**src/logic/analog_regs_pkg.sv**
```systemverilog
// Purpose: constants and carriers for the analog register slice
// Assumes: word-aligned registers, byte address is index times four
// Notes: register indices kept as printed
package analog_regs_pkg;

  // register indices
  localparam logic [7:0] IDX_IRQ_EN      = 8'hA9;
  localparam logic [7:0] IDX_CONV_LOW    = 8'hAA;
  localparam logic [7:0] IDX_CONV_HIGH   = 8'hAB;
  localparam logic [7:0] IDX_TOUCH_LOW   = 8'hAC;
  localparam logic [7:0] IDX_TOUCH_CTRL  = 8'hAD;
  localparam logic [7:0] IDX_CHAN_SEL    = 8'hAE;
  localparam logic [7:0] IDX_TOUCH_HIGH  = 8'hB2;

  // field positions
  localparam int BIT_EXT_PIN2   = 2;
  localparam int BIT_PIN_CHANGE = 1;
  localparam int BIT_TIMER3     = 0;
  localparam int BIT_HOT_WRITE  = 0;
  localparam int BIT_A_PD       = 7;
  localparam int BIT_A_START    = 5;
  localparam int BIT_B_PD       = 3;
  localparam int BIT_B_START    = 1;
  localparam int SEL_LSB        = 3;

  // reset values
  localparam logic       PD_RST   = 1'h1;
  localparam logic       DONE_RST = 1'h1;
  localparam logic [4:0] SEL_RST  = 5'h1F;

  // selector codes
  localparam logic [4:0] CODE_EXT_LOW_LAST  = 5'h0B;
  localparam logic [4:0] CODE_BANDGAP       = 5'h0C;
  localparam logic [4:0] CODE_AMPLIFIER     = 5'h0D;
  localparam logic [4:0] CODE_GROUND        = 5'h0E;
  localparam logic [4:0] CODE_EXT_HIGH_FIRST = 5'h0F;
  localparam logic [4:0] CODE_EXT_HIGH_LAST = 5'h15;
  localparam logic [4:0] CODE_QUARTER_VCC   = 5'h17;

  typedef struct packed {
    logic ext_pin2_irq_wake_enable;
    logic pin_change_irq_enable;
    logic third_timer_irq_enable;
  } irq_enable_s;

  typedef struct packed {
    logic touch_a_power_down;
    logic touch_a_conversion_start;
    logic touch_a_conversion_done;
    logic touch_b_power_down;
    logic touch_b_conversion_start;
    logic touch_b_conversion_done;
  } touch_ctrl_s;

  typedef struct packed {
    logic       external;
    logic [4:0] ext_index;
    logic       bandgap_reference;
    logic       amplifier_output;
    logic       ground;
    logic       quarter_supply;
    logic       reserved;
  } source_route_s;

endpackage

```
**src/logic/analog_acquisition_regs.sv**
```systemverilog
// Purpose: AHB-Lite register slice for converter and touch control
// Assumes: converter and touch logic run on hclk, done pulses 1 cycle
// Notes: zero wait state, every answer OKAY, unmapped reads zero
`timescale 1ns/1ps
module analog_acquisition_regs #(
  parameter int CONV_WIDTH  = 12,
  parameter int TOUCH_WIDTH = 14
) (
  // clock and reset
  input  wire logic                         hclk,
  input  wire logic                         hresetn,
  // ahb-lite slave
  input  wire logic                         hsel,
  input  wire logic [31:0]                  haddr,
  input  wire logic [1:0]                   htrans,
  input  wire logic                         hwrite,
  input  wire logic [2:0]                   hsize,
  input  wire logic [31:0]                  hwdata,
  input  wire logic                         hready,
  output      logic                         hreadyout,
  output      logic                         hresp,
  output      logic [31:0]                  hrdata,
  // converter and touch results
  input  wire logic [CONV_WIDTH-1:0]        conv_result,
  input  wire logic [TOUCH_WIDTH-1:0]       touch_a_data,
  input  wire logic                         touch_a_end,
  input  wire logic                         touch_b_end,
  // control outputs
  output analog_regs_pkg::irq_enable_s      irq_enable,
  output      logic                         hot_write_parameter_bit,
  output analog_regs_pkg::touch_ctrl_s      touch_ctrl,
  output      logic [4:0]                   converter_input_selector,
  output analog_regs_pkg::source_route_s    source_route
);
  import analog_regs_pkg::*;

  if (CONV_WIDTH != 12 || TOUCH_WIDTH != 14) begin : g_check
    $error("result widths must match the register layout");
  end

  // data phase state
  logic                   dp_valid_reg;
  logic                   dp_write_reg;
  logic [7:0]             dp_idx_reg;
  logic                   addr_ok;
  logic                   wr_en;
  logic                   wr_irq;
  logic                   wr_conv;
  logic                   wr_touch;
  logic                   wr_sel;
  logic                   start_a_wr;
  logic                   start_b_wr;
  logic [TOUCH_WIDTH-1:0] touch_a_result_reg;
  logic [7:0]             rdata_byte;

  // address phase capture
  always_comb begin
    addr_ok = hsel && htrans[1] && (hsize == 3'h2) &&
              (haddr[31:10] == 22'h000000) && (haddr[1:0] == 2'h0);
  end

  always_ff @(posedge hclk or negedge hresetn) begin
    if (!hresetn) begin
      dp_valid_reg <= 1'h0;
      dp_write_reg <= 1'h0;
      dp_idx_reg   <= 8'h00;
    end else if (hready) begin
      dp_valid_reg <= addr_ok;
      dp_write_reg <= hwrite;
      dp_idx_reg   <= haddr[9:2];
    end
  end

  assign hreadyout = 1'h1;
  assign hresp     = 1'h0;

  // write strobes, taken at the end of the data phase
  always_comb begin
    wr_en    = dp_valid_reg && dp_write_reg && hready;
    wr_irq   = wr_en && (dp_idx_reg == IDX_IRQ_EN);
    wr_conv  = wr_en && (dp_idx_reg == IDX_CONV_LOW);
    wr_touch = wr_en && (dp_idx_reg == IDX_TOUCH_CTRL);
    wr_sel   = wr_en && (dp_idx_reg == IDX_CHAN_SEL);
    start_a_wr = wr_touch && hwdata[BIT_A_START];
    start_b_wr = wr_touch && hwdata[BIT_B_START];
  end

  // interrupt enables
  always_ff @(posedge hclk or negedge hresetn) begin
    if (!hresetn) begin
      irq_enable <= '0;
    end else if (wr_irq) begin
      irq_enable.ext_pin2_irq_wake_enable <= hwdata[BIT_EXT_PIN2];
      irq_enable.pin_change_irq_enable <= hwdata[BIT_PIN_CHANGE];
      irq_enable.third_timer_irq_enable <= hwdata[BIT_TIMER3];
    end
  end

  // write-only parameter bit
  always_ff @(posedge hclk or negedge hresetn) begin
    if (!hresetn) begin
      hot_write_parameter_bit <= 1'h0;
    end else if (wr_conv) begin
      hot_write_parameter_bit <= hwdata[BIT_HOT_WRITE];
    end
  end

  // touch control, one process owns the whole struct
  always_ff @(posedge hclk or negedge hresetn) begin
    if (!hresetn) begin
      touch_ctrl.touch_a_power_down <= PD_RST;
      touch_ctrl.touch_b_power_down <= PD_RST;
      touch_ctrl.touch_a_conversion_start <= 1'h0;
      touch_ctrl.touch_b_conversion_start <= 1'h0;
      touch_ctrl.touch_a_conversion_done <= DONE_RST;
      touch_ctrl.touch_b_conversion_done <= DONE_RST;
    end else begin
      if (wr_touch) begin
        touch_ctrl.touch_a_power_down <= hwdata[BIT_A_PD];
        touch_ctrl.touch_b_power_down <= hwdata[BIT_B_PD];
      end
      // a new start beats the end of the old one
      if (start_a_wr) begin
        touch_ctrl.touch_a_conversion_start <= 1'h1;
      end else if (touch_a_end) begin
        touch_ctrl.touch_a_conversion_start <= 1'h0;
      end
      if (start_b_wr) begin
        touch_ctrl.touch_b_conversion_start <= 1'h1;
      end else if (touch_b_end) begin
        touch_ctrl.touch_b_conversion_start <= 1'h0;
      end
      // done flags, end pulse wins over a start clear
      if (touch_a_end) begin
        touch_ctrl.touch_a_conversion_done <= 1'h1;
      end else if (start_a_wr) begin
        touch_ctrl.touch_a_conversion_done <= 1'h0;
      end
      if (touch_b_end) begin
        touch_ctrl.touch_b_conversion_done <= 1'h1;
      end else if (start_b_wr) begin
        touch_ctrl.touch_b_conversion_done <= 1'h0;
      end
    end
  end

  // latest touch A result
  always_ff @(posedge hclk or negedge hresetn) begin
    if (!hresetn) begin
      touch_a_result_reg <= '0;
    end else if (touch_a_end) begin
      touch_a_result_reg <= touch_a_data;
    end
  end

  // channel selector
  always_ff @(posedge hclk or negedge hresetn) begin
    if (!hresetn) begin
      converter_input_selector <= SEL_RST;
    end else if (wr_sel) begin
      converter_input_selector <= hwdata[SEL_LSB+:5];
    end
  end

  converter_source_decode u_decode (
    .hclk    (hclk),
    .hresetn (hresetn),
    .code    (converter_input_selector),
    .route   (source_route)
  );

  // read mux
  always_comb begin
    rdata_byte = 8'h00;
    case (dp_idx_reg)
      IDX_IRQ_EN: begin
        rdata_byte = {5'h00,
                      irq_enable.ext_pin2_irq_wake_enable,
                      irq_enable.pin_change_irq_enable,
                      irq_enable.third_timer_irq_enable};
      end
      IDX_CONV_LOW: begin
        rdata_byte = {conv_result[3:0], 4'h0};
      end
      IDX_CONV_HIGH: begin
        rdata_byte = conv_result[11:4];
      end
      IDX_TOUCH_LOW: begin
        rdata_byte = touch_a_result_reg[7:0];
      end
      IDX_TOUCH_HIGH: begin
        rdata_byte = {2'h0, touch_a_result_reg[13:8]};
      end
      IDX_TOUCH_CTRL: begin
        rdata_byte = {touch_ctrl.touch_a_power_down,
                      touch_ctrl.touch_a_conversion_done,
                      touch_ctrl.touch_a_conversion_start,
                      1'h0,
                      touch_ctrl.touch_b_power_down,
                      touch_ctrl.touch_b_conversion_done,
                      touch_ctrl.touch_b_conversion_start,
                      1'h0};
      end
      IDX_CHAN_SEL: begin
        rdata_byte = {converter_input_selector, 3'h0};
      end
      default: begin
        rdata_byte = 8'h00;
      end
    endcase
  end

  assign hrdata = (dp_valid_reg && !dp_write_reg) ?
                  {24'h000000, rdata_byte} : 32'h00000000;

  logic rd_phase;
  assign rd_phase = dp_valid_reg && !dp_write_reg;
endmodule // analog_acquisition_regs

```
**src/logic/converter_source_decode.sv**
```systemverilog
// Purpose: turns the selector code into registered source routing
// Assumes: code comes from the channel select register
// Notes: route follows the code one clock later
`timescale 1ns/1ps
module converter_source_decode (
  // clock and reset
  input  wire logic                           hclk,
  input  wire logic                           hresetn,
  // selector
  input  wire logic [4:0]                     code,
  // route
  output analog_regs_pkg::source_route_s      route
);
  import analog_regs_pkg::*;

  source_route_s route_next;
  logic          ext_low;
  logic          ext_high;

  always_comb begin
    ext_low  = (code <= CODE_EXT_LOW_LAST);
    ext_high = (code >= CODE_EXT_HIGH_FIRST) &&
               (code <= CODE_EXT_HIGH_LAST);
    route_next                   = '0;
    route_next.external          = ext_low || ext_high;
    route_next.ext_index         = (ext_low || ext_high) ? code : 5'h00;
    route_next.bandgap_reference = (code == CODE_BANDGAP);
    route_next.amplifier_output  = (code == CODE_AMPLIFIER);
    route_next.ground            = (code == CODE_GROUND);
    route_next.quarter_supply    = (code == CODE_QUARTER_VCC);
    route_next.reserved          = !(ext_low || ext_high) &&
                                   (code != CODE_BANDGAP) &&
                                   (code != CODE_AMPLIFIER) &&
                                   (code != CODE_GROUND) &&
                                   (code != CODE_QUARTER_VCC);
  end

  always_ff @(posedge hclk or negedge hresetn) begin
    if (!hresetn) begin
      route <= '0;
    end else begin
      route <= route_next;
    end
  end
endmodule // converter_source_decode

```
**config.mk**
```make
export PLATFORM = sky130hd
export DESIGN_NAME = analog_acquisition_regs
export DESIGN_NICKNAME = d
export VERILOG_FILES = /design/src/logic/analog_regs_pkg.sv /design/src/logic/analog_acquisition_regs.sv /design/src/logic/converter_source_decode.sv
export SDC_FILE = /design/constraint.sdc
export NUM_CORES = 1
export LEC_CHECK = 0
export BUFFER_PORTS_ARGS = -buffer_cell sky130_fd_sc_hd__buf_2
export CAP_MARGIN = 20
export CELL_PAD_IN_SITES_DETAIL_PLACEMENT = 0
export CELL_PAD_IN_SITES_GLOBAL_PLACEMENT = 1
export CORE_MARGIN = 2
export CORE_UTILIZATION = 32
export DETAILED_ROUTE_END_ITERATION = 10
export MAX_ROUTING_LAYER = met4
export PLACE_DENSITY = 0.85
export SETUP_SLACK_MARGIN = 0.4
export SLEW_MARGIN = 40
export SYNTH_ARGS = -nofsm -noshare
export SYNTH_HDL_FRONTEND = slang
export SYNTH_SLANG_ARGS = --single-unit
```
**constraint.sdc**
```tcl
create_clock -name hclk -period 1.78 [get_ports hclk]
set_input_delay 0.089 -clock hclk [delete_from_list [all_inputs] [get_ports hclk]]
set_output_delay 0.089 -clock hclk [all_outputs]
set_load 0.01 [all_outputs]
```
=== Yosys cells after proc, flatten, opt, wreduce, memory -nomap -nowiden ===
Index checks and enable logic that the tools add are counted.

* $lt $le $gt $ge: 3
* Multiplexer cells: 11
* Bitwise operators: 0
* Equality and inequality tests: 16
* Multiply operators: 0
* Shift operators: 0
* Reductions and logical operators: 25
* Div/mod/pow operators: 0
* Add/subtract/negate cells: 0

{| class="wikitable"
|+ Operators by type and width
! cell !! number
|-
| $eq A8 B8 Y1 const B || 7
|-
| $pmux W8 S7 || 1
|-
| $logic_not A22 Y1 || 1
|-
| $logic_and A1 B1 Y1 || 18
|-
| $eq A5 B4 Y1 const B || 3
|-
| $ne A5 B4 Y1 const B || 3
|-
| $mux W1 || 8
|-
| $mux W8 || 1
|-
| $eq A5 B5 Y1 const B || 1
|-
| $ge A5 B4 Y1 const B || 1
|-
| $le A5 B4 Y1 const B || 1
|-
| $le A5 B5 Y1 const B || 1
|-
| $mux W5 || 1
|-
| $ne A5 B5 Y1 const B || 1
|-
| $reduce_bool A2 Y1 || 2
|-
| $eq A3 B2 Y1 const B || 1
|-
| $logic_not A1 Y1 || 2
|-
| $logic_not A2 Y1 || 1
|-
| $logic_or A1 B1 Y1 || 1
|}

* Word-level logic and storage cells: 77
* Bits of input ports: 102
* Output and inout port bits: 60
* Register bits after elaboration: 50
* Memories kept: 0
* Bits in writable memories: 0
* Bits in read-only memories: 0
* Latch bits: 0

=== Longest topological paths before layout ===
Gate-level depths: netlist of the first run.

* Depth after elaboration: 8
* Gate-level depth with buffers: 6
* Gate-level depth less buffers: 4

=== Hierarchy ===
A second synthesis of the first run with hierarchy kept.

* Cell total of the unflattened synthesis: 249
* Area, all modules: 2722.6 um^2

{| class="wikitable"
|+ Modules (own cells, without submodules)
! module !! instances !! cells an instance !! sequential area each (um^2) !! area each (um^2)
|-
| analog_acquisition_regs || 1 || 214 || 987.2 || 2278.4
|-
| converter_source_decode || 1 || 35 || 275.3 || 444.2
|}

=== Worst setup path before layout of the first run ===
Ideal clock, no wire load.

* Kind: flip-flop to flip-flop
* Start point: reg dp_idx_reg[0]
* End point: reg converter_input_selector[0]
* Arrival time: 1.465 ns
* Clock period less this slack: 1.547 ns
* Stages on the path, launching flop included: 7
* Path buffers: 2
* Library setup time: 0.082 ns
* Data required time: 1.698 ns
* Setup slack: 0.233 ns
* Cells stage by stage: dfrtp_1 > buf_2 > nand4bb_4 > nor2_1 > and2_1 > buf_2 > mux2_2

* Longest elaborated chain between the ends: 2

{| class="wikitable"
|+ RTL lines
! what !! line !! source
|-
| from (decl) || analog_acquisition_regs.sv:44 || <nowiki>logic [7:0] dp_idx_reg;</nowiki>
|-
| from (signal assigned) || analog_acquisition_regs.sv:70 || <nowiki>dp_idx_reg <= haddr[9:2];</nowiki>
|-
| $eq A8 B8 Y1 || analog_acquisition_regs.sv:83 || <nowiki>wr_sel = wr_en && (dp_idx_reg == IDX_CHAN_SEL);</nowiki>
|-
| $logic_and A1 B1 Y1 || analog_acquisition_regs.sv:83 ||
|-
| to (signal assigned) || analog_acquisition_regs.sv:161 || <nowiki>converter_input_selector <= hwdata[SEL_LSB+:5];</nowiki>
|-
| to (decl) || analog_acquisition_regs.sv:32 || <nowiki>output logic [4:0] converter_input_selector,</nowiki>
|}

Every way passes these cells.
A chain may end at the register's enable or synchronous reset.

=== Worst setup path in the final report of the first run ===
* Start point: reg dp_idx_reg[1]
* End point: out hrdata[0]

* Longest elaborated chain between the ends: 3
* Elaborated cells between the ends (all ways): 9
* Classes of those cells: 7 x eq/ne; 2 x mux

{| class="wikitable"
|+ RTL lines
! what !! line !! source
|-
| $eq A8 B8 Y1 || analog_acquisition_regs.sv:175 || <nowiki>case (dp_idx_reg)</nowiki>
|-
| $pmux W8 S7 * || analog_acquisition_regs.sv:175 ||
|-
| $mux W8 * || analog_acquisition_regs.sv:213 || <nowiki>assign hrdata = (dp_valid_reg && !dp_write_reg) ?</nowiki>
|-
| to (decl) || analog_acquisition_regs.sv:22 || <nowiki>output logic [31:0] hrdata,</nowiki>
|}

Mark *: on every way between the ends. The rest lies on a longest branch, timed or not.

==> results of run 1 <==
## metrics by stage
stage | hold WS [ps] | cells | utilization [%] | power, mW | TNS [ps]
after detailed placement | 85.3 | 458 | 42.0 | 1.64 | 0
after floorplan | -207 | 266 | - | 1.50 | 0
after CTS | 6.31 | 478 | 45.1 | 2.47 | -1130
after global routing | -0.444 | 486 | 47.0 | 2.61 | -1950
after global placement | 82.9 | 458 | 42.0 | 1.63 | 0
final | 7.54 | 486 | 47.0 | 2.50 | -1100
## final cells by class
cell class,count,area (µm²)
clock buffer,5,68.8
tap,105,131
timing repair buffer,144,890
sequential,50,1270
fill,775,4360
multi-input combinational,174,1440
clock inverter,3,40.0
inverter,5,18.8
## placed cells by master (no fill, tap or decap), types with 5 or more instances in the layout
cell type | synthesis | final
buf_2 | 4 | 109
nor4_1 | 6 | 5
buf_6 | 0 | 5
inv_1 | 5 | 5
and2_1 | 8 | 6
conb_1 | 2 | 26
clkbuf_8 | 0 | 5
mux2_4 | 0 | 10
a21oi_2 | 0 | 6
dfrtp_1 | 41 | 37
dfstp_2 | 9 | 9
mux2_2 | 35 | 25
nand2_1 | 10 | 10
nor2_1 | 12 | 9
buf_4 | 27 | 23
## cells by family (layout without fill, tap and decap cells)
kind of cell	count (synthesis)	in the layout
AND/OR/NAND/NOR	74	74
buffers and inverters	42	157
multiplexers	39	39
flip-flops	50	50
other	2	26
AO/OA/AOI/OAI	35	35
## timing repair
action | in CTS | in global routing
buffers inserted | 9 | 7
cloned | 0 | 1
resized for setup | 15 | 18
hold buffers | 3 | 0
hold endpoints to repair | 23 | 0
pin swaps | 3 | 6
endpoints found under the setup margin | 24 | 27
## worst max-delay path, stage by stage, from the launching register on
cell and delay (ps):
dfrtp_2 440, buf_4 130, mux2_2 350, a32o_1 260, a22oi_1 170, nor2_2 60
buf_2 140
## power groups by stage
stage | logic [mW] | clock network [mW] | registers, mW
2_1_floorplan | 0.263 | 0 | 1.24
3_3_place_gp | 0.366 | 0 | 1.26
3_5_place_dp | 0.376 | 0 | 1.26
4_1_cts | 0.420 | 0.805 | 1.24
5_1_grt | 0.505 | 0.853 | 1.25
6_report | 0.465 | 0.790 | 1.24
## worst min path at each step
stage | from | to | depth (start not counted)
floorplan | hresetn | dp_idx_reg[0] | 0
global placement | hresetn | irq_enable[2] | 1
detailed placement | hresetn | irq_enable[2] | 1
CTS | touch_a_data[12] | touch_a_result_reg[12] | 2
global route | touch_a_data[12] | touch_a_result_reg[12] | 2
finish | hwrite | dp_write_reg | 2
## per-layer routing
layer  part of all wire (%)  vias to the layer above  global-route usage [%]
li1                       -                     1092                       -
met4                    1.4                        0                    3.93
met2                     50                       97                    26.2
met3                    6.2                        9                    2.82
met1                     42                     1103                    19.8
met5                      0                        -                       -
==> summary.md, run 1 <==
| Metric | Value |
|---|---|
| Max reg flops | `14` |
| DP Worst Slack | `113 ps` |
| WS Path Type | `reg2out` |
| Crit share post-route | `110%` |
| Achievable Freq | `0.511 GHz` |
| Post-detail-place hpwl | `5.56 mm` |
| Max VDD drop | `0.000325 V` |
| Nets | `482` |
| CP startpoint | `dp_idx_reg[1]` |
| Num CTS Buffers | `5` |
| P_leak | `1.84 nW` |
| Pint | `1.86 mW` |
| Drt via density | `4.73` |
| # IOs | `162` |
| Total gr overflow | `0` |
| Final ANT Viol Nets | `0` |
| Area after DPL | `3450 µm²` |
| Synthesis-to-finish area growth | `42.6%` |
| Switching Fraction | `25.6%` |
| Total core area | `8220 µm²` |
| Critical path endpoint | `hrdata[0]` |
| DR pass1 iterations | `4` |
| Vias in the first global route | `2227` |
| FF+latch count, synth | `50` |
| Max FO, Critical Path | `3` |
| Reg-to-reg critical path endpoint | `touch_ctrl[2]` |
| Synth Instances | `242` |
| Top cell type's share of synthesized area | `37.9%` |
| Yosys cell types | `50` |
| Main synth FF type | `dfrtp_1` |
| IO Port Bufs | `110` |
| Hold WC Path Type | `in2reg` |
| Sequential cell fraction of total power | `49.7%` |
| Top cell type by total area after synthesis | `dfrtp_1` |
| Final Critical Period | `1960 ps` |
| Starting DRT DRC Count | `167` |
| Root Driver | `clkbuf_8` |
| Simple-gate share of the synthesized area | `18.2%` |
| DR vias | `2301` |
| Wire per inst | `14.9 µm` |
| CP startpoint kind | `flop` |
| Final hold violations | `0` |
| RSZ-0062 raised after global routing | `yes` |
| Clock power share | `31.6%` |
| Failing checks | `setup timing` |
| # rows | `33` |
| Critical path capture point type | `primary output` |
| Most common cell in the netlist | `dfrtp_1` |
| Compound-Gate Fraction of Synth Area | `9.10%` |
| Clock Skew | `8.27 ps` |
| NetSw | `0.638 mW` |
| Post-Synth XOR/XNOR Area | `0%` |
| Max Root-Sink Buffers | `2` |
| Clk_lat worst skew | `300 ps` |
| Global Route Usage Sum | `15.7%` |
| Final Worst Setup Slack | `-175 ps` |
| H-tree depth | `2` |
| Combinational power share | `18.6%` |
| Async set or reset register ratio after synthesis | `100%` |
| Final instance area | `3860 µm²` |
| FF-to-FF setup slack | `20 ps` |
| Adder-cell share of the synthesized area | `0%` |
| Slew Viols, Final | `0` |
| Final setup vio count | `8` |
| Max-Cap Viols | `0` |
| Antenna violations before repair | `0` |
| DIE HEIGHT | `96.0 µm` |
| Critical Path RT | `1690 ps` |
| Routed WL | `7.24 mm` |
| Reg2Reg Depth | `6` |
| Routability cong. | `0.856` |
| Top cells by area, synth | `dfrtp_1, mux2_2, dfstp_2` |
| DIE WIDTH | `96.0 µm` |
| Die area | `9210 µm²` |
| CTS Sinks | `50` |
| Worst Path Arrival | `1870 ps` |
| Max-slew headroom | `65.1%` |
| Post-synthesis mux area share | `16.0%` |
| Most frequent cells after synthesis | `dfrtp_1, mux2_2, buf_4` |
| Worst-Margin Slew | `523 ps` |
| EDFF count, synth | `0` |
| Layout cells sized above 1 | `59.8%` |
| Sequential area share after synthesis | `46.6%` |
| Largest net degree at the start of global routing | `31` |
| Reg-to-Reg Start | `dp_idx_reg[1]` |
| Yosys Warn Count | `0` |
| Status | `complete, but fails checks` |
| PD cells | `647 nW/µm²` |
| CTS tree | `done` |
| Post-synth design cell area | `2710 µm²` |
| Largest family of logic cells by synthesized area | `simple AND/OR/NAND/NOR gates` |
| Diodes inserted | `0` |
| Syn_area_per_cell | `11.2 µm²` |
| Starting density of the core | `33.0%` |
| Clk slew on worst S/H paths | `90 ps` |
| First-pass GRT wire length | `10.8 mm` |
| DRC viols | `0` |
Power figures use the tool's default switching activity.
==> inputs of run 2 (changes only) <==
--- a/config.mk
+++ b/config.mk
@@ -19,3 +19,4 @@
 export SYNTH_ARGS = -nofsm -noshare
 export SYNTH_HDL_FRONTEND = slang
 export SYNTH_SLANG_ARGS = --single-unit
+export TNS_END_PERCENT = 30
==> run 2 against run 1 <==
  * Sequential cell count unchanged
  * Worst hold slack improved by 2.7 ps
  * The run still ends with setup timing left
  * Largest power group unchanged
  * Setup slack improved by 13 ps
  * Core utilization up 0.79 points
  * Via count grew 0.48%
  * Clock power is 4.7% higher
  * Clock skew decreased by 3.4 ps
  * Count of clock-buffer cells in the layout grew 2
  * Register-to-register slack about the same
  * Cell count up 1.4%
  * Sequential power about the same
  * Maximum frequency is 0.68% higher
==> summary.md, run 2 (synthesized netlist as in run 1, its figures left out) <==
| Metric | Value |
|---|---|
| Fin util | `47.8% (+0.79 points)` |
| Root Driver | `clkbuf_8` |
| Final setup vio count | `8 (unchanged)` |
| Drt via density | `4.69 (-0.95%)` |
| Critical path capture point type | `primary output` |
| Failing checks | `setup timing` |
| Total power draw | `2.54 mW (+1.6%)` |
| Total core area | `8220 µm² (unchanged)` |
| Status | `complete, but fails checks` |
| Max-slew headroom | `61.3% (-3.8 points)` |
| Filler Cell Count | `777 (+0.26%)` |
| Largest net degree at the start of global routing | `28 (-9.7%)` |
| Routed WL | `7.21 mm (-0.47%)` |
| Clk slew on worst S/H paths | `90 ps (about the same)` |
| Final Worst Setup Slack | `-162 ps (+13.1 ps)` |
| CP startpoint kind | `flop` |
| Hold Path Cell Cnt | `2 (unchanged)` |
| Crit path largest cell delay | `450 ps (about the same)` |
| # IOs | `162 (unchanged)` |
| Post-detail-place hpwl | `5.59 mm (+0.56%)` |
| CTS tree | `done` |
| Reg-to-Reg Start | `dp_idx_reg[4]` |
| CP cell instances | `buf_6 -> inv_1 -> buf_6 -> nand4_1 -> a311o_1 -> a21oi_2 -> buf_2` |
| PD cells | `646 nW/µm² (about the same)` |
| Reg-to-reg critical path endpoint | `irq_enable[1]` |
| Global Route Usage Sum | `16.1% (+0.32 points)` |
| # rows | `33 (unchanged)` |
| Die area | `9210 µm² (unchanged)` |
| DRC viols | `0 (unchanged)` |
| DIE HEIGHT | `96.0 µm (unchanged)` |
| Starting DRT DRC Count | `60 (-64%)` |
| Diodes inserted | `0 (unchanged)` |
| Clock Skew | `4.92 ps (-3.35 ps)` |
| Max VDD drop | `0.000535 V (+64%)` |
| IO Port Bufs | `110 (unchanged)` |
| Layout cells sized above 1 | `58.5% (-1.3 points)` |
| DR pass1 iterations | `4 (unchanged)` |
| DIE WIDTH | `96.0 µm (unchanged)` |
| Max Root-Sink Buffers | `2 (unchanged)` |
| Final ANT Viol Nets | `0 (unchanged)` |
| Antenna violations before repair | `0 (unchanged)` |
| Final instance area | `3930 µm² (+1.7%)` |
| Final Critical Period | `1940 ps (-13.1 ps)` |
| Total gr overflow | `0 (unchanged)` |
| Commonest cells after routing, fill and taps aside | `buf_2, dfrtp_1, mux2_2, conb_1, buf_4` |
| H-tree depth | `2 (unchanged)` |
| Max reg flops | `14 (unchanged)` |
| Worst-Margin Slew | `580 ps (+56.8 ps)` |
| FF-to-FF setup slack | `30 ps (about the same)` |
| Max-Cap Viols | `0 (unchanged)` |
| Clk_lat worst skew | `310 ps (about the same)` |
| Crit share post-route | `109% (-0.74 points)` |
| Hold WS | `10.2 ps (+2.69 ps)` |
| Worst Path Arrival | `1850 ps (-20 ps)` |
| RSZ-0062 raised after global routing | `yes` |
| Final TNS setup | `-1120 ps (-24.8 ps)` |
| Starting density of the core | `33.0% (unchanged)` |
| Critical Path RT | `1690 ps (about the same)` |
| Wire per inst | `14.6 µm (-1.9%)` |
| Vias in the first global route | `2263 (+1.6%)` |
| Inst Count DP | `462 (+0.87%)` |
| Synthesis-to-finish area growth | `45.0%` |
| Slew Viols, Final | `0 (unchanged)` |
| Nets | `489 (+1.5%)` |
| DP Worst Slack | `14.3 ps (-98.9 ps)` |
| CTS Sinks | `50 (unchanged)` |
| WS Path Type | `reg2out` |
| Worst hold endpoint | `dp_idx_reg[5]` |
| Most used cell, CP | `buf_6` |
| Max FO, Critical Path | `5 (+2)` |
| P_leak | `1.85 nW (+0.45%)` |
| Hold WC Path Type | `in2reg` |
| Area after DPL | `3450 µm² (about the same)` |
| Most common cell after layout, fill and taps aside | `buf_2` |
| First-pass GRT wire length | `10.9 mm (+0.83%)` |
| Layout Cells excl Fill | `493 (+1.4%)` |
| Max stage delay cell, worst path | `dfrtp_2` |
| Achievable Freq | `0.515 GHz (+0.68%)` |
| DR vias | `2312 (+0.48%)` |
| Routability cong. | `0.875 (+2.2%)` |
| Final hold violations | `0 (unchanged)` |
| Hold Crit Start | `haddr[7]` |
| Num CTS Buffers | `5 (unchanged)` |
| Reg2Reg Depth | `5 (-1)` |
-- run 2: changes by cell type in the layout (fill, tap and decap cells not counted), sizes merged --
cell and delta:
buf +2, clkbuf +1, clkinv -2, dlygate4sd3 +6
-- run 2: cell type report --
class | count | area (µm²) | area share (%)
timing repair buffer | 151 | 951 | 24.2
inverter | 5 | 18.8 | 0.478
sequential | 50 | 1270 | 32.3
clock buffer | 7 | 86.3 | 2.20
tap | 105 | 131 | 3.35
multi-input combinational | 174 | 1440 | 36.7
clock inverter | 1 | 30.0 | 0.765
-- run 2: worst max-delay path, delay by kind of cell (launching register included) --
family / cells / cell delay (ps)
AO/OA/AOI/OAI: 2 / 490
buffers and inverters: 4 / 500
flip-flops: 1 / 450
AND/OR/NAND/NOR: 1 / 100
-- run 2: how the worst max path moves through the flow --
stage | startpoint | endpoint | slack, ps | cells after the start
after global placement | dp_idx_reg[1] | hrdata[5] | 20 | 6
after floorplan | dp_idx_reg[6] | irq_enable[0] | 260 | 4
after global routing | dp_idx_reg[0] | hrdata[5] | -250 | 7
after detailed placement | dp_idx_reg[1] | hrdata[5] | 10 | 6
final | dp_idx_reg[2] | hrdata[5] | -160 | 7
after CTS | dp_idx_reg[6] | hrdata[1] | -210 | 6
-- run 2: power by group --
group          switching (mW)  total, mW  internal [mW]
Sequential             0.0486       1.24           1.19
Clock                   0.369      0.827          0.459
Combinational           0.213      0.471          0.259
-- run 2: per-layer routing --
| layer | wire length [µm] | share of wire [%] | up-vias | track usage (%) |
|---|---|---|---|---|
| met5 | 0 | 0 | - | - |
| met4 | 157 | 2.2 | 0 | 5.60 |
| met2 | 3660 | 51 | 79 | 26.9 |
| li1 | - | - | 1106 | - |
| met3 | 395 | 5.5 | 17 | 3.21 |
| met1 | 3000 | 42 | 1110 | 19.3 |
-- run 2: timing repair --
item | CTS | global route
setup endpoints to repair | 25 | 27
endpoints found under the hold margin | 29 | 2
pin swaps | 14 | 9
setup buffers | 10 | 4
resized for setup | 22 | 20
hold buffers | 7 | 2
